File: config.mk
export PLATFORM = sky130hd
export DESIGN_NAME = lbac_cmd_handler
export DESIGN_NICKNAME = d
export VERILOG_FILES = /design/src/verilog/lbac_pkg.sv /design/src/verilog/lbac_cmd_handler.sv /design/src/verilog/lbac_sum.sv
export SDC_FILE = /design/constraint.sdc
export NUM_CORES = 1
export LEC_CHECK = 0
export ABC_CLOCK_PERIOD_IN_PS = 9300
export BUFFER_PORTS_ARGS = -buffer_cell sky130_fd_sc_hd__buf_2
export CAP_MARGIN = 20
export CELL_PAD_IN_SITES_DETAIL_PLACEMENT = 0
export CELL_PAD_IN_SITES_GLOBAL_PLACEMENT = 1
export CORE_ASPECT_RATIO = 1.5
export CORE_MARGIN = 1
export CORE_UTILIZATION = 35
export DETAILED_ROUTE_END_ITERATION = 8
export PLACE_DENSITY_LB_ADDON = 0.12
export RECOVER_POWER = 50
export SYNTH_ARGS = -nofsm -noshare
export SYNTH_HDL_FRONTEND = slang
export SYNTH_HIERARCHICAL = 1
export SYNTH_SLANG_ARGS = --single-unit
File: constraint.sdc
create_clock -name clk -period 9.3 [get_ports clk]
set_clock_uncertainty 0.2 [all_clocks]
set_input_delay 0.465 -clock clk [delete_from_list [all_inputs] [get_ports clk]]
set_output_delay 0.465 -clock clk [all_outputs]
set_load 0.02 [all_outputs]
File: src/verilog/lbac_pkg.sv
`default_nettype none
package lbac_pkg;
	// ----------------------------------------
	// Framing bytes and codes
	// ----------------------------------------
	localparam logic [7:0] CMD_START_BYTE = 8'h01;
	localparam logic [7:0] RESP_START_BYTE = 8'h81;
	localparam logic [7:0] TERMINATOR_BYTE = 8'h03;
	localparam logic [7:0] LENGTH_HIGH_FIXED = 8'h00;
	localparam logic [7:0] CMD_LOCK_REQ = 8'h4b;
	localparam logic [7:0] CMD_ARC_SET = 8'h4c;
	localparam logic [7:0] RESP_LOCK_DATA = 8'h4b;
	localparam logic [7:0] RESP_LOCK_ERR = 8'hcb;
	localparam logic [7:0] RESP_ARC_OK = 8'h4c;
	localparam logic [7:0] RESP_ARC_ERR = 8'hcc;

	// ----------------------------------------
	// Lengths
	// ----------------------------------------
	localparam logic [15:0] LEN_LOCK_CMD = 16'h0001;
	localparam logic [15:0] LEN_ARC_CMD = 16'h0005;
	localparam logic [15:0] LEN_FMT_MIN = 16'h0001;
	localparam logic [15:0] LEN_FMT_MAX = 16'h0401;
	localparam logic [7:0] LEN_LOCK_DATA = 8'h13;
	localparam logic [7:0] LEN_STATUS = 8'h0a;
	localparam int LOCK_BYTES = 18;
	localparam int ARC_BYTES = 4;

	// ----------------------------------------
	// Response byte positions
	// ----------------------------------------
	localparam logic [4:0] POS_LEN_HIGH = 5'h01;
	localparam logic [4:0] POS_LEN_LOW = 5'h02;
	localparam logic [4:0] POS_RESP_CODE = 5'h03;
	localparam logic [4:0] POS_STATUS = 5'h04;
	localparam logic [4:0] POS_DETAIL = 5'h05;
	localparam logic [4:0] POS_ADDR = 5'h09;
	localparam logic [4:0] POS_PAYLOAD = 5'h04;
	localparam logic [4:0] LAST_LOCK = 5'h17;
	localparam logic [4:0] LAST_STATUS = 5'h0e;
	localparam logic [4:0] HASH_LOCK_POS = 5'h15;
	localparam logic [7:0] HASH_LOCK_MASK = 8'hc0;

	// ----------------------------------------
	// Status codes and field values
	// ----------------------------------------
	localparam logic [7:0] STATUS_OK = 8'h00;
	localparam logic [7:0] STATUS_PACKET_ERR = 8'hc1;
	localparam logic [7:0] STATUS_CHECKSUM_ERR = 8'hc2;
	localparam logic [7:0] STATUS_ACCEPT_ERR = 8'hc3;
	localparam logic [7:0] STATUS_SECURE_ERR = 8'hc4;
	localparam logic [7:0] STATUS_FLASH_ERR = 8'hc5;
	localparam logic [31:0] UNUSED_CODE = 32'hffffffff;

	// ----------------------------------------
	// Acceptance
	// ----------------------------------------
	localparam logic [1:0] AUTH_LEVEL_ONE = 2'h1;
	localparam logic [15:0] LOCK_LC_MASK = 16'hfffe;
	localparam logic [15:0] ARC_LC_MASK = 16'hfffe;

	typedef enum logic [3:0] {
		ST_WAIT = 4'b0000,
		ST_LEN_H = 4'b0001,
		ST_LEN_L = 4'b0010,
		ST_BODY = 4'b0011,
		ST_SUM = 4'b0100,
		ST_ETX = 4'b0101,
		ST_EVAL = 4'b0110,
		ST_FLASH = 4'b0111,
		ST_SEND = 4'b1000
	} lbac_state_t;
endpackage
`default_nettype wire

File: src/verilog/lbac_cmd_handler.sv
`timescale 1ns/100ps
`default_nettype none
// Overview of operation
// In wait state, drop bytes until a command start byte arrives.
// Missing terminator byte gives packet error; command not executed.
// Checksum mismatch gives checksum error; command not executed.
// Length bytes wrong for format or for command give packet error.
// After any packet or acceptance error, no memory change, back to wait.
// Lifecycle state not permitting command gives acceptance error.
// Authentication level zero or one gives secure error, no execution.
// Report only top error: terminator, sum, format, length, lifecycle, auth, flash.
// Packet, sum, length, acceptance, secure errors fill details and address unused.
// Valid lock request sends lock data packet, memory untouched, then waits.
// Failed lock request answers 81h, 00h/0Ah, CBh, status, details, address.
// Root key hash lock bits are always sent as ones.
// Configuration write is 00h/05h, code 4Ch, four payload bytes, framed.
// First payload byte goes to lowest configuration address, rest ascending.
// After checks pass write flash; on failure report flash error, then wait.
// Flash error answer carries flash status and failing address.
// Write success answers 81h, 0Ah, 4Ch, status 00h, unused details and address.
// Write failure answers length 0Ah, code CCh, status, details, address.
// Host sends lock request 01h, 00h/01h, 4Bh, sum, terminator 03h.
// Lock data answer is 00h/13h, code 4Bh, 18 bytes lowest address first.
// In lock data, one means protection off, zero means protection on.
// Host waits for the whole answer before its next command.
// Packet checks run only after the whole declared frame has arrived.
module lbac_cmd_handler import lbac_pkg::*; (
	// Clock and reset
	input wire logic clk,
	input wire logic rst_n,
	// Command byte stream
	input wire logic [7:0] rx_data,
	input wire logic rx_valid,
	output logic rx_ready,
	// Response byte stream
	output logic [7:0] tx_data_reg,
	output logic tx_valid_reg,
	input wire logic tx_ready,
	// Device security state
	input wire logic [3:0] lifecycle_state,
	input wire logic [1:0] auth_level,
	// Lock bit area, byte 0 at the lowest address
	input wire logic [8*LOCK_BYTES-1:0] lock_data,
	// Flash command interface
	output logic flash_wr_req_reg,
	output logic [8*ARC_BYTES-1:0] rollback_config_reg,
	input wire logic flash_wr_done,
	input wire logic flash_wr_error,
	input wire logic [31:0] flash_status,
	input wire logic [31:0] flash_fail_addr
);
	// ----------------------------------------
	// State and storage
	// ----------------------------------------
	lbac_state_t state_reg, state_next;
	logic [15:0] len_reg;
	logic [15:0] cnt_reg;
	logic [7:0] cmd_reg;
	logic etx_ok_reg;
	logic [7:0] resp_code_reg;
	logic [7:0] status_code_reg;
	logic [31:0] status_details_reg;
	logic [31:0] fail_addr_reg;
	logic lock_resp_reg;
	logic [4:0] tx_idx_reg;
	logic [7:0] rx_sum;
	logic [7:0] tx_sum;

	// Expand the tx index to a byte offset inside a 32-bit field, MSB first
	function automatic logic [7:0] field_byte(input logic [31:0] f, input logic [4:0] rel);
		logic [1:0] k;
		k = rel[1:0];
		field_byte = f[8*(3-k)+:8];
	endfunction

	// ----------------------------------------
	// Receive side
	// ----------------------------------------
	logic rx_take;
	logic in_rx;
	logic soh_seen;
	logic body_last;
	logic rx_sum_clear;
	logic rx_sum_add;
	logic [15:0] len_word;
	logic [1:0] arc_lane;

	assign in_rx = (state_reg == ST_WAIT) || (state_reg == ST_LEN_H) ||
		(state_reg == ST_LEN_L) || (state_reg == ST_BODY) ||
		(state_reg == ST_SUM) || (state_reg == ST_ETX);
	assign rx_ready = in_rx;
	assign rx_take = rx_valid && in_rx;
	assign soh_seen = rx_take && (state_reg == ST_WAIT) && (rx_data == CMD_START_BYTE);
	assign body_last = (cnt_reg == 16'(len_reg - 16'h0001));
	assign len_word = {len_reg[15:8], rx_data};
	// Two-bit wrap keeps payload byte four in lane three, not off the end
	assign arc_lane = 2'(cnt_reg[1:0] - 2'h1);
	assign rx_sum_clear = soh_seen;
	assign rx_sum_add = rx_take && (state_reg != ST_WAIT) && (state_reg != ST_ETX);

	lbac_sum u_rx_sum (
		.clk(clk),
		.rst_n(rst_n),
		.clear(rx_sum_clear),
		.add_en(rx_sum_add),
		.add_byte(rx_data),
		.sum_reg(rx_sum)
	);

	// ----------------------------------------
	// Evaluation
	// ----------------------------------------
	logic is_lock;
	logic is_arc;
	logic err_etx;
	logic err_sum;
	logic err_fmt;
	logic err_len;
	logic err_lc;
	logic err_auth;
	logic any_err;
	logic [7:0] eval_status;
	logic [15:0] cmd_len;

	assign is_lock = (cmd_reg == CMD_LOCK_REQ);
	assign is_arc = (cmd_reg == CMD_ARC_SET);
	assign cmd_len = is_lock ? LEN_LOCK_CMD : LEN_ARC_CMD;
	assign err_etx = !etx_ok_reg;
	assign err_sum = (rx_sum != 8'h00);
	assign err_fmt = (len_reg < LEN_FMT_MIN) || (len_reg > LEN_FMT_MAX);
	assign err_len = (len_reg != cmd_len);
	assign err_lc = is_lock ? !LOCK_LC_MASK[lifecycle_state] : !ARC_LC_MASK[lifecycle_state];
	assign err_auth = (auth_level <= AUTH_LEVEL_ONE);
	assign any_err = err_etx || err_sum || err_fmt || err_len || err_lc || err_auth;
	// Priority chain, first match wins; see
	assign eval_status = err_etx ? STATUS_PACKET_ERR :
		err_sum ? STATUS_CHECKSUM_ERR :
		(err_fmt || err_len) ? STATUS_PACKET_ERR :
		err_lc ? STATUS_ACCEPT_ERR :
		err_auth ? STATUS_SECURE_ERR : STATUS_OK;

	// ----------------------------------------
	// Transmit side
	// ----------------------------------------
	logic tx_adv;
	logic [4:0] tx_last;
	logic [4:0] nidx;
	logic [4:0] lock_off;
	logic [7:0] lock_byte;
	logic [7:0] status_byte;
	logic [7:0] body_byte;
	logic [7:0] nbyte;
	logic send_start;
	logic tx_sum_add;

	assign tx_last = lock_resp_reg ? LAST_LOCK : LAST_STATUS;
	assign tx_adv = tx_valid_reg && tx_ready;
	assign nidx = 5'(tx_idx_reg + 5'h01);
	assign lock_off = 5'(nidx - POS_PAYLOAD);
	// Lowest address first, hash lock bits forced to ones; see
	assign lock_byte = lock_data[8*lock_off+:8] |
		((nidx == HASH_LOCK_POS) ? HASH_LOCK_MASK : 8'h00);
	assign status_byte = (nidx == POS_STATUS) ? status_code_reg :
		(nidx < POS_ADDR) ? field_byte(status_details_reg, 5'(nidx - POS_DETAIL)) :
		field_byte(fail_addr_reg, 5'(nidx - POS_ADDR));
	assign body_byte = lock_resp_reg ? lock_byte : status_byte;
	assign nbyte = (nidx == POS_LEN_HIGH) ? LENGTH_HIGH_FIXED :
		(nidx == POS_LEN_LOW) ? (lock_resp_reg ? LEN_LOCK_DATA : LEN_STATUS) :
		(nidx == POS_RESP_CODE) ? resp_code_reg :
		(nidx == tx_last) ? TERMINATOR_BYTE :
		(nidx == 5'(tx_last - 5'h01)) ? 8'(8'h00 - tx_sum) : body_byte;
	assign send_start = (state_reg != ST_SEND) && (state_next == ST_SEND);
	assign tx_sum_add = tx_adv && (nidx < 5'(tx_last - 5'h01));

	lbac_sum u_tx_sum (
		.clk(clk),
		.rst_n(rst_n),
		.clear(send_start),
		.add_en(tx_sum_add),
		.add_byte(nbyte),
		.sum_reg(tx_sum)
	);

	// ----------------------------------------
	// Sequencer
	// ----------------------------------------
	always_comb begin
		state_next = state_reg;
		case (state_reg)
			ST_WAIT: if (soh_seen) state_next = ST_LEN_H;
			ST_LEN_H: if (rx_take) state_next = ST_LEN_L;
			ST_LEN_L: if (rx_take) state_next = (len_word == 16'h0000) ? ST_SUM : ST_BODY;
			ST_BODY: if (rx_take && body_last) state_next = ST_SUM;
			ST_SUM: if (rx_take) state_next = ST_ETX;
			ST_ETX: if (rx_take) state_next = ST_EVAL;
			ST_EVAL: begin
				// Codes for other handlers are left alone
				if (!is_lock && !is_arc) state_next = ST_WAIT;
				else if (any_err || is_lock) state_next = ST_SEND;
				else state_next = ST_FLASH;
			end
			ST_FLASH: if (flash_wr_done) state_next = ST_SEND;
			ST_SEND: if (tx_adv && tx_idx_reg == tx_last) state_next = ST_WAIT;
			default: state_next = ST_WAIT;
		endcase
	end

	always_ff @(posedge clk) begin
		if (!rst_n) begin
			state_reg <= ST_WAIT;
		end else begin
			state_reg <= state_next;
		end
	end

	// ----------------------------------------
	// Frame capture
	// ----------------------------------------
	always_ff @(posedge clk) begin
		if (!rst_n) begin
			len_reg <= 16'h0000;
			cnt_reg <= 16'h0000;
			cmd_reg <= 8'h00;
			etx_ok_reg <= 1'b0;
			rollback_config_reg <= '0;
		end else if (soh_seen) begin
			cmd_reg <= 8'h00;
			etx_ok_reg <= 1'b0;
			cnt_reg <= 16'h0000;
		end else if (rx_take) begin
			case (state_reg)
				ST_LEN_H: len_reg <= {rx_data, 8'h00};
				ST_LEN_L: len_reg <= len_word;
				ST_BODY: begin
					cnt_reg <= 16'(cnt_reg + 16'h0001);
					if (cnt_reg == 16'h0000) cmd_reg <= rx_data;
					// Payload byte n lands in lane n-1, first byte lowest; see
					else if (cnt_reg <= 16'(ARC_BYTES))
						rollback_config_reg[8*arc_lane+:8] <= rx_data;
				end
				ST_ETX: etx_ok_reg <= (rx_data == TERMINATOR_BYTE);
				default: cnt_reg <= cnt_reg;
			endcase
		end
	end

	// ----------------------------------------
	// Response fields
	// ----------------------------------------
	always_ff @(posedge clk) begin
		if (!rst_n) begin
			resp_code_reg <= 8'h00;
			status_code_reg <= STATUS_OK;
			status_details_reg <= UNUSED_CODE;
			fail_addr_reg <= UNUSED_CODE;
			lock_resp_reg <= 1'b0;
		end else if (state_reg == ST_EVAL) begin
			lock_resp_reg <= is_lock && !any_err;
			status_code_reg <= eval_status;
			status_details_reg <= UNUSED_CODE;
			fail_addr_reg <= UNUSED_CODE;

			resp_code_reg <= is_lock ? (any_err ? RESP_LOCK_ERR : RESP_LOCK_DATA) :
				RESP_ARC_ERR;
		end else if (state_reg == ST_FLASH && flash_wr_done) begin
			if (flash_wr_error) begin
				status_code_reg <= STATUS_FLASH_ERR;
				status_details_reg <= flash_status;
				fail_addr_reg <= flash_fail_addr;
				resp_code_reg <= RESP_ARC_ERR;
			end else begin
				status_code_reg <= STATUS_OK;
				resp_code_reg <= RESP_ARC_OK;
			end
		end
	end

	// ----------------------------------------
	// Flash request and byte output
	// ----------------------------------------
	always_ff @(posedge clk) begin
		if (!rst_n) begin
			flash_wr_req_reg <= 1'b0;
		end else begin
			flash_wr_req_reg <= (state_reg == ST_EVAL) && (state_next == ST_FLASH);
		end
	end

	always_ff @(posedge clk) begin
		if (!rst_n) begin
			tx_valid_reg <= 1'b0;
			tx_data_reg <= 8'h00;
			tx_idx_reg <= 5'h00;
		end else if (send_start) begin
			tx_valid_reg <= 1'b1;
			tx_data_reg <= RESP_START_BYTE;
			tx_idx_reg <= 5'h00;
		end else if (tx_adv) begin
			tx_valid_reg <= (tx_idx_reg != tx_last);
			tx_data_reg <= nbyte;
			tx_idx_reg <= nidx;
		end
	end
endmodule
`default_nettype wire

File: src/verilog/lbac_sum.sv
`timescale 1ns/100ps
`default_nettype none
// Running byte sum; a frame is good when its bytes plus the sum byte give zero
module lbac_sum import lbac_pkg::*; (
	// Clock and reset
	input wire logic clk,
	input wire logic rst_n,
	// Control
	input wire logic clear,
	input wire logic add_en,
	input wire logic [7:0] add_byte,
	// Result
	output logic [7:0] sum_reg
);
	logic [7:0] sum_next;

	assign sum_next = clear ? 8'h00 : (add_en ? 8'(sum_reg + add_byte) : sum_reg);

	always_ff @(posedge clk) begin
		if (!rst_n) begin
			sum_reg <= 8'h00;
		end else begin
			sum_reg <= sum_next;
		end
	end
endmodule
`default_nettype wire
==> impl_metrics.py, run 1 <==
metrics = {
    "sta": {
        "max_freq_mhz": 178.9,
        "setup_viol": 0,
        "worstMarginPinSlew_ns": 2.843,
        "tns_ns": 0,
        "period_share_pct": 60.11,
        "finalHoldViolations": 0,
        "grt_setup_unrepaired": "no",
        "max_slew_margin_pct": -89.53,
        "slew_viol_final": 65,
        "fin_ws_ns": 3.710,
        "min_period_ns": 5.590,
    },
    "hold_path": {
        "hp-class": "in -> reg",
        "min_from": "flash_fail_addr[22]",
        "min_to": "fail_addr_reg[22]",
        "hold-path-cell-count": 3,
    },
    "cells_and_area": {
        "area_growth_pct": 19.66,
        "drive_gt1_share_pct": 22.04,
        "design.final.nets": 1799,
        "final_common_cell": "nand2_1",
        "insertedDiodeCount": 0,
        "fillers": 3201,
        "fin_util_pct": 42.85,
        "final_cell_mix": "nand2_1 (254), buf_2 (226), dfxtp_1 (180)",
    },
    "worst_setup_path": {
        "rrSetupSlack_ns": 3.71,
        "cp_num_cells": 19,
        "path_class": "reg -> reg",
        "endpoint_kind": "flip-flop",
        "r2r_start": "tx_idx_reg[0]",
        "path_max_fanout": 29,
        "arrival_ns": 5.71,
        "worst_path_max_delay_cell": "xor2_1",
        "startpoint_type": "flip-flop",
        "slowest_delay_ns": 0.68,
        "critPathTopFamily": "compound AO/OA/AOI/OAI gates",
        "ff2ff_path_depth": 19,
        "cp.required_ns": 9.42,
        "r2r_end": "u_tx_sum/sum_reg[6]",
        "crit_path_frequent_cell": "ha_1",
        "cp.buffers_inverters": 1,
        "path_cells": "ha_1, nand3_1, xor2_1, inv_1, ha_1, nand4_1, nand2b_1, o211ai_1, a21oi_1, o21ai_0, o211ai_1, o21ai_0, ha_1, fa_1, a21o_1, a21oi_2, o21ai_2, mux2i_1, a311o_1",
    },
    "floorplan": {
        "core_area_sq_um": 30350,
        "dieArea_sq_um": 31770,
        "initial_utilization_pct": 35.81,
        "fp.dieW_um": 145.9,
        "dieHeight_um": 217.8,
        "ios": 271,
        "num_rows": 78,
    },
    "detailed_routing": {
        "wirelength_um": 35370,
        "num_vias": 10280,
        "drc": 0,
        "vias_per_cell": 5.280,
        "drt_first_pass_iters": 5,
        "wl_per_cell_um": 18.16,
        "drtIter0Drc": 513,
        "ant_nets": 0,
    },
    "clock_network": {
        "clkLatencyLatePin_ns": 0.44,
        "cts_buffer_depth": 2,
        "postCtsSetupBuffers": 0,
        "clk_pin_slew_ns": 0.08,
        "cts_root_buffer": "clkbuf_16",
        "numCtsBuffers": 17,
        "numClockSinks": 181,
        "cts_resized": 0,
        "cts_tree": "yes",
        "cts_hold_repair.buffers": 1,
        "htreeDepth": 4,
    },
    "synthesis": {
        "ys_seq_area_share_pct": 33.34,
        "syn_nets": 1578,
        "ys.flop_type": "dfxtp_1",
        "syn_area_per_cell_sq_um": 8.277,
        "synth_cells": 1313,
        "synth_warnings": 6,
        "yosysUniqueCellTypes": 77,
        "netlist_area_sq_um": 10870,
        "synth-async-reset-ratio_pct": 0,
        "ys_seq_elements": 181,
        "synth_edf_count": 0,
    },
    "power": {
        "ir_drop_uv": 94.90,
        "p_per_area_nw_per_um2": 123.4,
        "power.internal_mw": 1.208,
        "power_switching_uw": 397.0,
        "combPwrFrac_pct": 6.1,
        "p_leak_nw": 5.403,
        "p_clk_share_pct": 45.7,
        "pwr-share-seq_pct": 48.2,
        "swShare_pct": 24.73,
    },
    "global_route": {
        "gr-usage-all-layers_pct": 22.40,
        "grt_pass1_vias": 10260,
        "grt_start_max_net_pins": 69,
        "grt_pass1_wl_um": 55410,
        "antenna_found_initial": 0,
        "overflow": 0,
    },
    "run_status": {
        "violations": "max-capacitance violations, max-slew violations",
        "status": "finished, violations left",
    },
    "place": {
        "finalWeightedCongestion": 0.8233,
        "port_buffers": 269,
        "dp_slack_ns": 3.728,
        "hpwl_um": 27490,
    },
    "flow_run": {
        "maxCapViolCount": 1,
    },
}
## worst max-delay path by stage
stage / from / endpoint
2_1_floorplan: tx_idx_reg[0] / u_tx_sum/sum_reg[6]
3_3_place_gp: tx_idx_reg[0] / u_tx_sum/sum_reg[6]
3_5_place_dp: tx_idx_reg[0] / u_tx_sum/sum_reg[6]
4_1_cts: tx_idx_reg[0] / u_tx_sum/sum_reg[6]
5_1_grt: tx_idx_reg[0] / u_tx_sum/sum_reg[7]
6_report: tx_idx_reg[0] / u_tx_sum/sum_reg[6]
## kinds of logic after synthesis
family,Yosys count,share of synthesized area [%]
compound gates,204,11.84
xor+xnor,54,4.352
fa+ha+maj,37,4.398
buf+inv,109,4.156
flops,181,33.34
mux,98,14.26
simple gates,630,27.65
## per-layer routing
layer / routed length, um / vias to the layer above / part of all wire, % / GRT usage, %
met4: 577 / 0 / 1.6 / 5.825
met1: 13720 / 4870 / 39 / 23.74
met5: 0 / - / 0 / 0
met2: 19670 / 264 / 56 / 44.77
li1: - / 5113 / - / -
met3: 1398 / 34 / 4.0 / 3.787
## Yosys cell counts, drive strengths merged, types with 11 or more instances
| library cell | count | area share (%) |
|---|---|---|
| inv | 28 | 0.97 |
| nand2b | 22 | 1.3 |
| and3 | 14 | 0.81 |
| nand3 | 112 | 5.2 |
| mux4 | 45 | 9.3 |
| nand2 | 254 | 8.8 |
| ha | 35 | 4.0 |
| a31oi | 11 | 0.63 |
| nor3 | 26 | 1.2 |
| xor2 | 28 | 2.3 |
| xnor2 | 26 | 2.1 |
| clkbuf | 61 | 2.1 |
| buf | 19 | 1.0 |
| nor2b | 13 | 0.75 |
| nor2 | 85 | 2.9 |
| dfxtp | 181 | 33 |
| nor4 | 13 | 0.75 |
| a21oi | 86 | 4.0 |
| mux2i | 48 | 4.4 |
| or3 | 37 | 2.1 |
| o21ai | 31 | 1.5 |
## metrics by stage
step           hold slack (ns)  power, mW  std cells  area, sq um
4_1_cts               0.001907      1.628       1947        13080
6_report               0.02627      1.605       1947        13010
3_5_place_dp            0.2426     0.8912       1914        12480
2_1_floorplan           0.2326     0.8256       1313        10870
3_3_place_gp            0.2378     0.8898       1914        12480
5_1_grt                0.01632      1.663       1947        13010
## power groups by stage
stage          registers [mW]  logic [mW]  clock network [mW]
6_report                0.774      0.0981               0.733
5_1_grt                 0.774       0.106               0.782
4_1_cts                 0.774      0.0995               0.755
3_5_place_dp            0.792      0.0989                   0
3_3_place_gp            0.792      0.0974                   0
2_1_floorplan           0.793      0.0330                   0
## worst reg2reg max path, cell delays in order (launching register included)
cell	delay (ns)
dfxtp_4	0.62
ha_1	0.35
nand3_1	0.19
xor2_1	0.68
inv_1	0.20
ha_1	0.36
nand4_1	0.11
nand2b_1	0.37
o211ai_1	0.14
a21oi_1	0.21
o21ai_0	0.11
o211ai_1	0.20
o21ai_0	0.14
ha_1	0.26
fa_1	0.41
a21o_1	0.22
a21oi_2	0.20
o21ai_2	0.09
mux2i_1	0.11
a311o_1	0.31
## area by class of cell
type	instances	area, sq um	share of cell area [%]
sequential	181	3627	27.89
clock buffer	18	429.2	3.300
timing repair buffer	282	1389	10.68
inverter	29	108.9	0.8370
clock inverter	14	157.7	1.212
multi-input combinational	1023	6793	52.23
tap	400	500.5	3.848
No activity file was read; power rests on OpenSTA's default activity.
==> run 2, diff against run 1 <==
ABC_CLOCK_PERIOD_IN_PS = 4800   (was 9300)
clock period = 4.8 ns   (was 9.3 ns; I/O delays follow)
==> run 2 against run 1 <==
The flow still finishes with violations (max-capacitance violations, max-slew violations). Register-to-register slack got worse by 3.4 ns. Flip-flop and latch count is the same. First-iteration DRC count decreased by 6.2%. Setup slack lost 3.4 ns. Utilization rose by 2.7 points. Wire length is 1.8% higher. Critical path depth shrank 3. Power is 91% higher. Clock power rose by 83%. Global-route usage grew 0.63 points. Non-clock buffer count rose by 88.
==> impl_metrics.py, run 2 (synthesis results as in run 1) <==
metrics = {
    "run_status": {
        "status": "finished, violations left",
        "violations": "max-capacitance violations, max-slew violations",
    },
    "power": {
        "p_per_area_nw_per_um2": 222.3,
        "p_clk_share_pct": 43.5,
        "swShare_pct": 24.66,
        "power.internal_mw": 2.315,
        "p_leak_nw": 5.747,
        "ir_drop_uv": 200.9,
        "power_switching_uw": 757.8,
        "pwr-share-seq_pct": 48.8,
        "combPwrFrac_pct": 7.7,
    },
    "cells_and_area": {
        "design.final.nets": 1887,
        "multi_input_area_sq_um": 6810,
        "fillers": 3085,
        "regArea_sq_um": 3627,
        "area_growth_pct": 27.18,
        "fin_util_pct": 45.54,
        "final_common_cell": "nand2_1",
        "drive_gt1_share_pct": 21.83,
        "final_cell_mix": "nand2_1 (254), buf_2 (224), dfxtp_1 (180)",
    },
    "flow_run": {
        "maxCapViolCount": 1,
    },
    "clock_network": {
        "numClockSinks": 181,
        "clk_pin_slew_ns": 0.07,
        "cts_buffer_depth": 2,
        "postCtsSetupBuffers": 0,
        "clkLatencyLatePin_ns": 0.44,
        "numCtsBuffers": 17,
        "cts_root_buffer": "clkbuf_16",
        "htreeDepth": 4,
        "cts_tree": "yes",
    },
    "detailed_routing": {
        "wirelength_um": 36010,
        "num_vias": 10500,
        "drt_first_pass_iters": 5,
        "ant_nets": 0,
        "drc": 0,
        "vias_per_cell": 5.157,
        "wl_per_cell_um": 17.69,
        "drtIter0Drc": 481,
    },
    "sta": {
        "finalHoldViolations": 0,
        "max_slew_margin_pct": -33.87,
        "period_share_pct": 94.05,
        "max_freq_mhz": 221.5,
        "setup_viol": 0,
        "slew_viol_final": 44,
        "min_period_ns": 4.514,
        "worstMarginPinSlew_ns": 2.008,
        "tns_ns": 0,
        "grt_setup_unrepaired": "no",
    },
    "floorplan": {
        "dieArea_sq_um": 31770,
        "ios": 271,
        "dieHeight_um": 217.8,
        "initial_utilization_pct": 35.81,
        "fp.dieW_um": 145.9,
        "core_area_sq_um": 30350,
        "num_rows": 78,
    },
    "worst_setup_path": {
        "arrival_ns": 4.64,
        "endpoint_kind": "flip-flop",
        "cp.required_ns": 4.92,
        "startpoint_type": "flip-flop",
        "path_max_fanout": 9,
        "path_class": "reg -> reg",
        "worst_path_max_delay_cell": "mux4_2",
        "slowest_delay_ns": 0.53,
        "path_cells": "inv_1, ha_1, buf_4, mux4_2, mux4_2, a21oi_1, o21ai_0, o211ai_1, o21ai_0, ha_1, fa_1, a21o_1, a21oi_2, o21ai_2, mux2i_1, a311o_1",
    },
    "global_route": {
        "grt_start_max_net_pins": 65,
        "grt_pass1_vias": 10560,
        "grt_pass1_wl_um": 56930,
        "antenna_found_initial": 1,
        "gr-usage-all-layers_pct": 23.03,
        "overflow": 0,
    },
    "hold_path": {
        "hp-class": "in -> reg",
    },
    "place": {
        "finalWeightedCongestion": 0.8696,
        "hpwl_um": 27760,
        "port_buffers": 269,
    },
}
## run 2: changes by cell type in the layout (fill, tap and decap cells not counted), moves of 2 or more
| cell | previous run | this run |
|---|---|---|
| clkbuf_1 | 45 | 48 |
| clkinv_4 | 2 | 4 |
| buf_4 | 11 | 25 |
| dlygate4sd3_1 | 1 | 73 |
| clkinvlp_4 | 0 | 3 |
| inv_8 | 4 | 2 |
| buf_2 | 226 | 224 |
## run 2: area by class of cell
cell class                 instances  share of cell area [%]
multi-input combinational       1023                   49.27
sequential                       181                   26.24
timing repair buffer             370                   16.09
tap                              400                   3.621
clock buffer                      19                   3.132
clock inverter                    13                  0.8328
inverter                          29                  0.7875
antenna                            1                 0.01810
## run 2: timing repair
action,4_1_cts,5_1_grt
hold endpoints to repair,81,0
hold buffers,73,0
resized for setup,0,3
setup endpoints to repair,0,2
## run 2: per-stage QoR
step | worst slack [ns] | instance area (sq um) | power, mW | hold WS (ns) | cells
floorplan | 0.005332 | 10910 | 1.600 | 0.1575 | 1313
global placement | 0.3569 | 12600 | 1.725 | 0.2380 | 1929
detailed placement | 0.3329 | 12600 | 1.727 | 0.2406 | 1929
CTS | 0.2836 | 13880 | 3.112 | 0.07867 | 2034
global route | 0.01672 | 13820 | 3.195 | 0.1843 | 2036
finish | 0.2858 | 13820 | 3.072 | 0.08735 | 2036
## run 2: path summary, 6_finish.rpt
path / endpoint / cells past startpoint / startpoint / slack (ns)
worst max-delay path: u_tx_sum/sum_reg[6] / 16 / tx_idx_reg[1] / 0.29
worst min-delay path: status_code_reg[2] / 4 / auth_level[1] / 0.09
worst max register to register: u_tx_sum/sum_reg[6] / 16 / tx_idx_reg[1] / 0.29
worst min register to register: rollback_config_reg[24] / 2 / rollback_config_reg[24] / 0.25
## run 2: critical path, delay by kind of cell (launching register included)
kind                     cells  cell delay [ns]
adder cells (fa/ha/maj)      3             1.07
AO/OA/AOI/OAI                8             1.44
multiplexers                 3             0.95
flip-flops                   1             0.42
buffers and inverters        2             0.31
## run 2: power groups by stage
stage	clock [mW]	sequential [mW]	combinational [mW]
3_3_place_gp	0	1.54	0.190
3_5_place_dp	0	1.54	0.191
2_1_floorplan	0	1.54	0.0640
5_1_grt	1.44	1.50	0.257
4_1_cts	1.37	1.50	0.237
6_report	1.34	1.50	0.236
## run 2: per-layer routing
metal | wire [um] | vias up | GRT usage, %
li1 | - | 5286 | -
met1 | 14160 | 4892 | 24.52
met2 | 19220 | 261 | 44.16
met3 | 1555 | 61 | 4.623
met4 | 1077 | 0 | 8.561
met5 | 0 | - | 0
==> run 3, diff against run 2 <==
RECOVER_POWER = 25   (was 50)
==> run 3 against run 2 <==
The flow still finishes with violations (max-capacitance violations, max-slew violations). Sequential share of layout area hardly changed. Final cell count stayed put. Sequential power hardly changed. Setup slack worse by 0.0085 ns. Wire length is 0.17% lower. Power hardly changed. Clock power hardly changed. Via count is 0.15% higher.
==> impl_metrics.py, run 3 (synthesis results as in run 1) <==
metrics = {
    "run_status": {
        "status": "finished, violations left",
        "violations": "max-capacitance violations, max-slew violations",
    },
    "worst_setup_path": {
        "endpoint_kind": "flip-flop",
        "cp.required_ns": 4.92,
        "path_cells": "inv_1, ha_1, buf_4, mux4_2, mux4_2, a21oi_1, o21ai_0, o211ai_1, o21ai_0, ha_1, fa_1, a21o_1, a21oi_2, o21ai_2, mux2i_1, a311o_1",
        "slowest_delay_ns": 0.53,
        "cp.buffers_inverters": 2,
        "path_class": "reg -> reg",
        "path_max_fanout": 9,
        "r2r_end": "u_tx_sum/sum_reg[6]",
        "r2r_start": "tx_idx_reg[1]",
        "cp_num_cells": 16,
        "crit_end": "u_tx_sum/sum_reg[6]",
        "critPathTopFamily": "compound AO/OA/AOI/OAI gates",
        "rrSetupSlack_ns": 0.28,
        "startpoint_type": "flip-flop",
        "worst_path_max_delay_cell": "mux4_2",
        "arrival_ns": 4.65,
        "ff2ff_path_depth": 16,
        "crit_path_start": "tx_idx_reg[1]",
    },
    "place": {
        "hpwl_um": 27760,
        "place_inst": 1929,
        "finalWeightedCongestion": 0.8696,
        "placed_cell_area_sq_um": 12600,
        "port_buffers": 269,
    },
    "global_route": {
        "antenna_found_initial": 1,
        "grt_pass1_wl_um": 56930,
        "gr-usage-all-layers_pct": 23.03,
        "overflow": 0,
        "grt_pass1_vias": 10560,
        "grt_start_max_net_pins": 65,
    },
    "floorplan": {
        "initial_utilization_pct": 35.81,
        "num_rows": 78,
        "core_area_sq_um": 30350,
        "fp.dieW_um": 145.9,
        "dieHeight_um": 217.8,
        "ios": 271,
        "dieArea_sq_um": 31770,
    },
    "power": {
        "power_switching_uw": 757.6,
        "power.internal_mw": 2.315,
        "p_leak_nw": 5.753,
        "p_total_mw": 3.073,
        "ir_drop_uv": 201.9,
        "pwr-share-seq_pct": 48.8,
        "combPwrFrac_pct": 7.7,
        "p_per_area_nw_per_um2": 222.0,
        "p_clk_share_pct": 43.5,
        "swShare_pct": 24.66,
    },
    "cells_and_area": {
        "final_common_cell": "nand2_1",
        "fillers": 3080,
        "regArea_sq_um": 3627,
        "fin_area_sq_um": 13840,
        "area_growth_pct": 27.37,
        "fin_cells": 2036,
        "final_cell_mix": "nand2_1 (254), buf_2 (226), dfxtp_1 (180)",
        "fin_util_pct": 45.61,
        "multi_input_area_sq_um": 6825,
        "drive_gt1_share_pct": 22.02,
        "design.final.nets": 1887,
    },
    "sta": {
        "setup_viol": 0,
        "tns_ns": 0,
        "grt_setup_unrepaired": "no",
        "finalHoldViolations": 0,
        "max_slew_margin_pct": -33.62,
        "slew_viol_final": 44,
        "min_period_ns": 4.523,
        "max_freq_mhz": 221.1,
        "worstMarginPinSlew_ns": 2.004,
        "period_share_pct": 94.22,
    },
    "flow_run": {
        "maxCapViolCount": 1,
    },
    "detailed_routing": {
        "drc": 0,
        "wirelength_um": 35950,
        "drt_first_pass_iters": 5,
        "ant_nets": 0,
        "num_vias": 10520,
        "drtIter0Drc": 489,
        "vias_per_cell": 5.165,
        "wl_per_cell_um": 17.66,
    },
    "clock_network": {
        "numCtsBuffers": 17,
        "htreeDepth": 4,
        "clkLatencyLatePin_ns": 0.44,
        "cts_tree": "yes",
        "cts_root_buffer": "clkbuf_16",
        "cts_buffer_depth": 2,
        "numClockSinks": 181,
        "clk_pin_slew_ns": 0.07,
    },
    "hold_path": {
        "min_from": "auth_level[1]",
        "hp-class": "in -> reg",
    },
}
[run 3: per-stage QoR]
step,setup slack (ns),hold slack (ns)
2_1_floorplan,0.005332,0.1575
4_1_cts,0.2836,0.07867
5_1_grt,0.01672,0.1843
6_report,0.2772,0.08385
3_5_place_dp,0.3329,0.2406
3_3_place_gp,0.3569,0.2380
[run 3: worst min-delay path by stage]
stage                              end  slack, ns  depth (start not counted)
6_report            status_code_reg[2]       0.08                          4
3_5_place_dp   rollback_config_reg[24]       0.24                          2
3_3_place_gp   rollback_config_reg[28]       0.24                          2
4_1_cts             status_code_reg[2]       0.08                          4
5_1_grt                   state_reg[1]       0.18                          5
2_1_floorplan         resp_code_reg[6]       0.16                          1
[run 3: layer usage]
layer	GRT usage [%]	vias to the layer above	wire, um
li1	-	5287	-
met1	24.52	4921	14160
met2	44.16	247	19220
met3	4.623	61	1518
met4	8.561	0	1056
met5	0	-	0
[run 3: timing repair]
action | CTS | global route
resized for setup | 0 | 3
endpoints found under the hold margin | 81 | 0
hold buffers | 73 | 0
setup buffers | 0 | 0
endpoints found under the setup margin | 0 | 2
[run 3: power by group through the flow]
stage               combinational [mW]  clock [mW]  sequential, mW
global route                     0.257        1.44            1.50
global placement                 0.190           0            1.54
floorplan                       0.0640           0            1.54
CTS                              0.237        1.37            1.50
detailed placement               0.191           0            1.54
finish                           0.236        1.34            1.50
[run 3: worst reg2reg max path, cell delays in order (launching register included)]
cell	delay, ns
dfxtp_1	0.42
inv_1	0.09
ha_1	0.41
buf_4	0.23
mux4_2	0.30
mux4_2	0.53
a21oi_1	0.19
o21ai_0	0.10
o211ai_1	0.19
o21ai_0	0.14
ha_1	0.25
fa_1	0.41
a21o_1	0.22
a21oi_2	0.20
o21ai_2	0.09
mux2i_1	0.12
a311o_1	0.31
[run 3: layout make-up]
cell class	instances	area share, %
sequential	181	26.20
clock inverter	13	0.8316
tap	400	3.616
timing repair buffer	370	16.11
inverter	29	0.7864
antenna	1	0.01808
clock buffer	19	3.128
multi-input combinational	1023	49.31
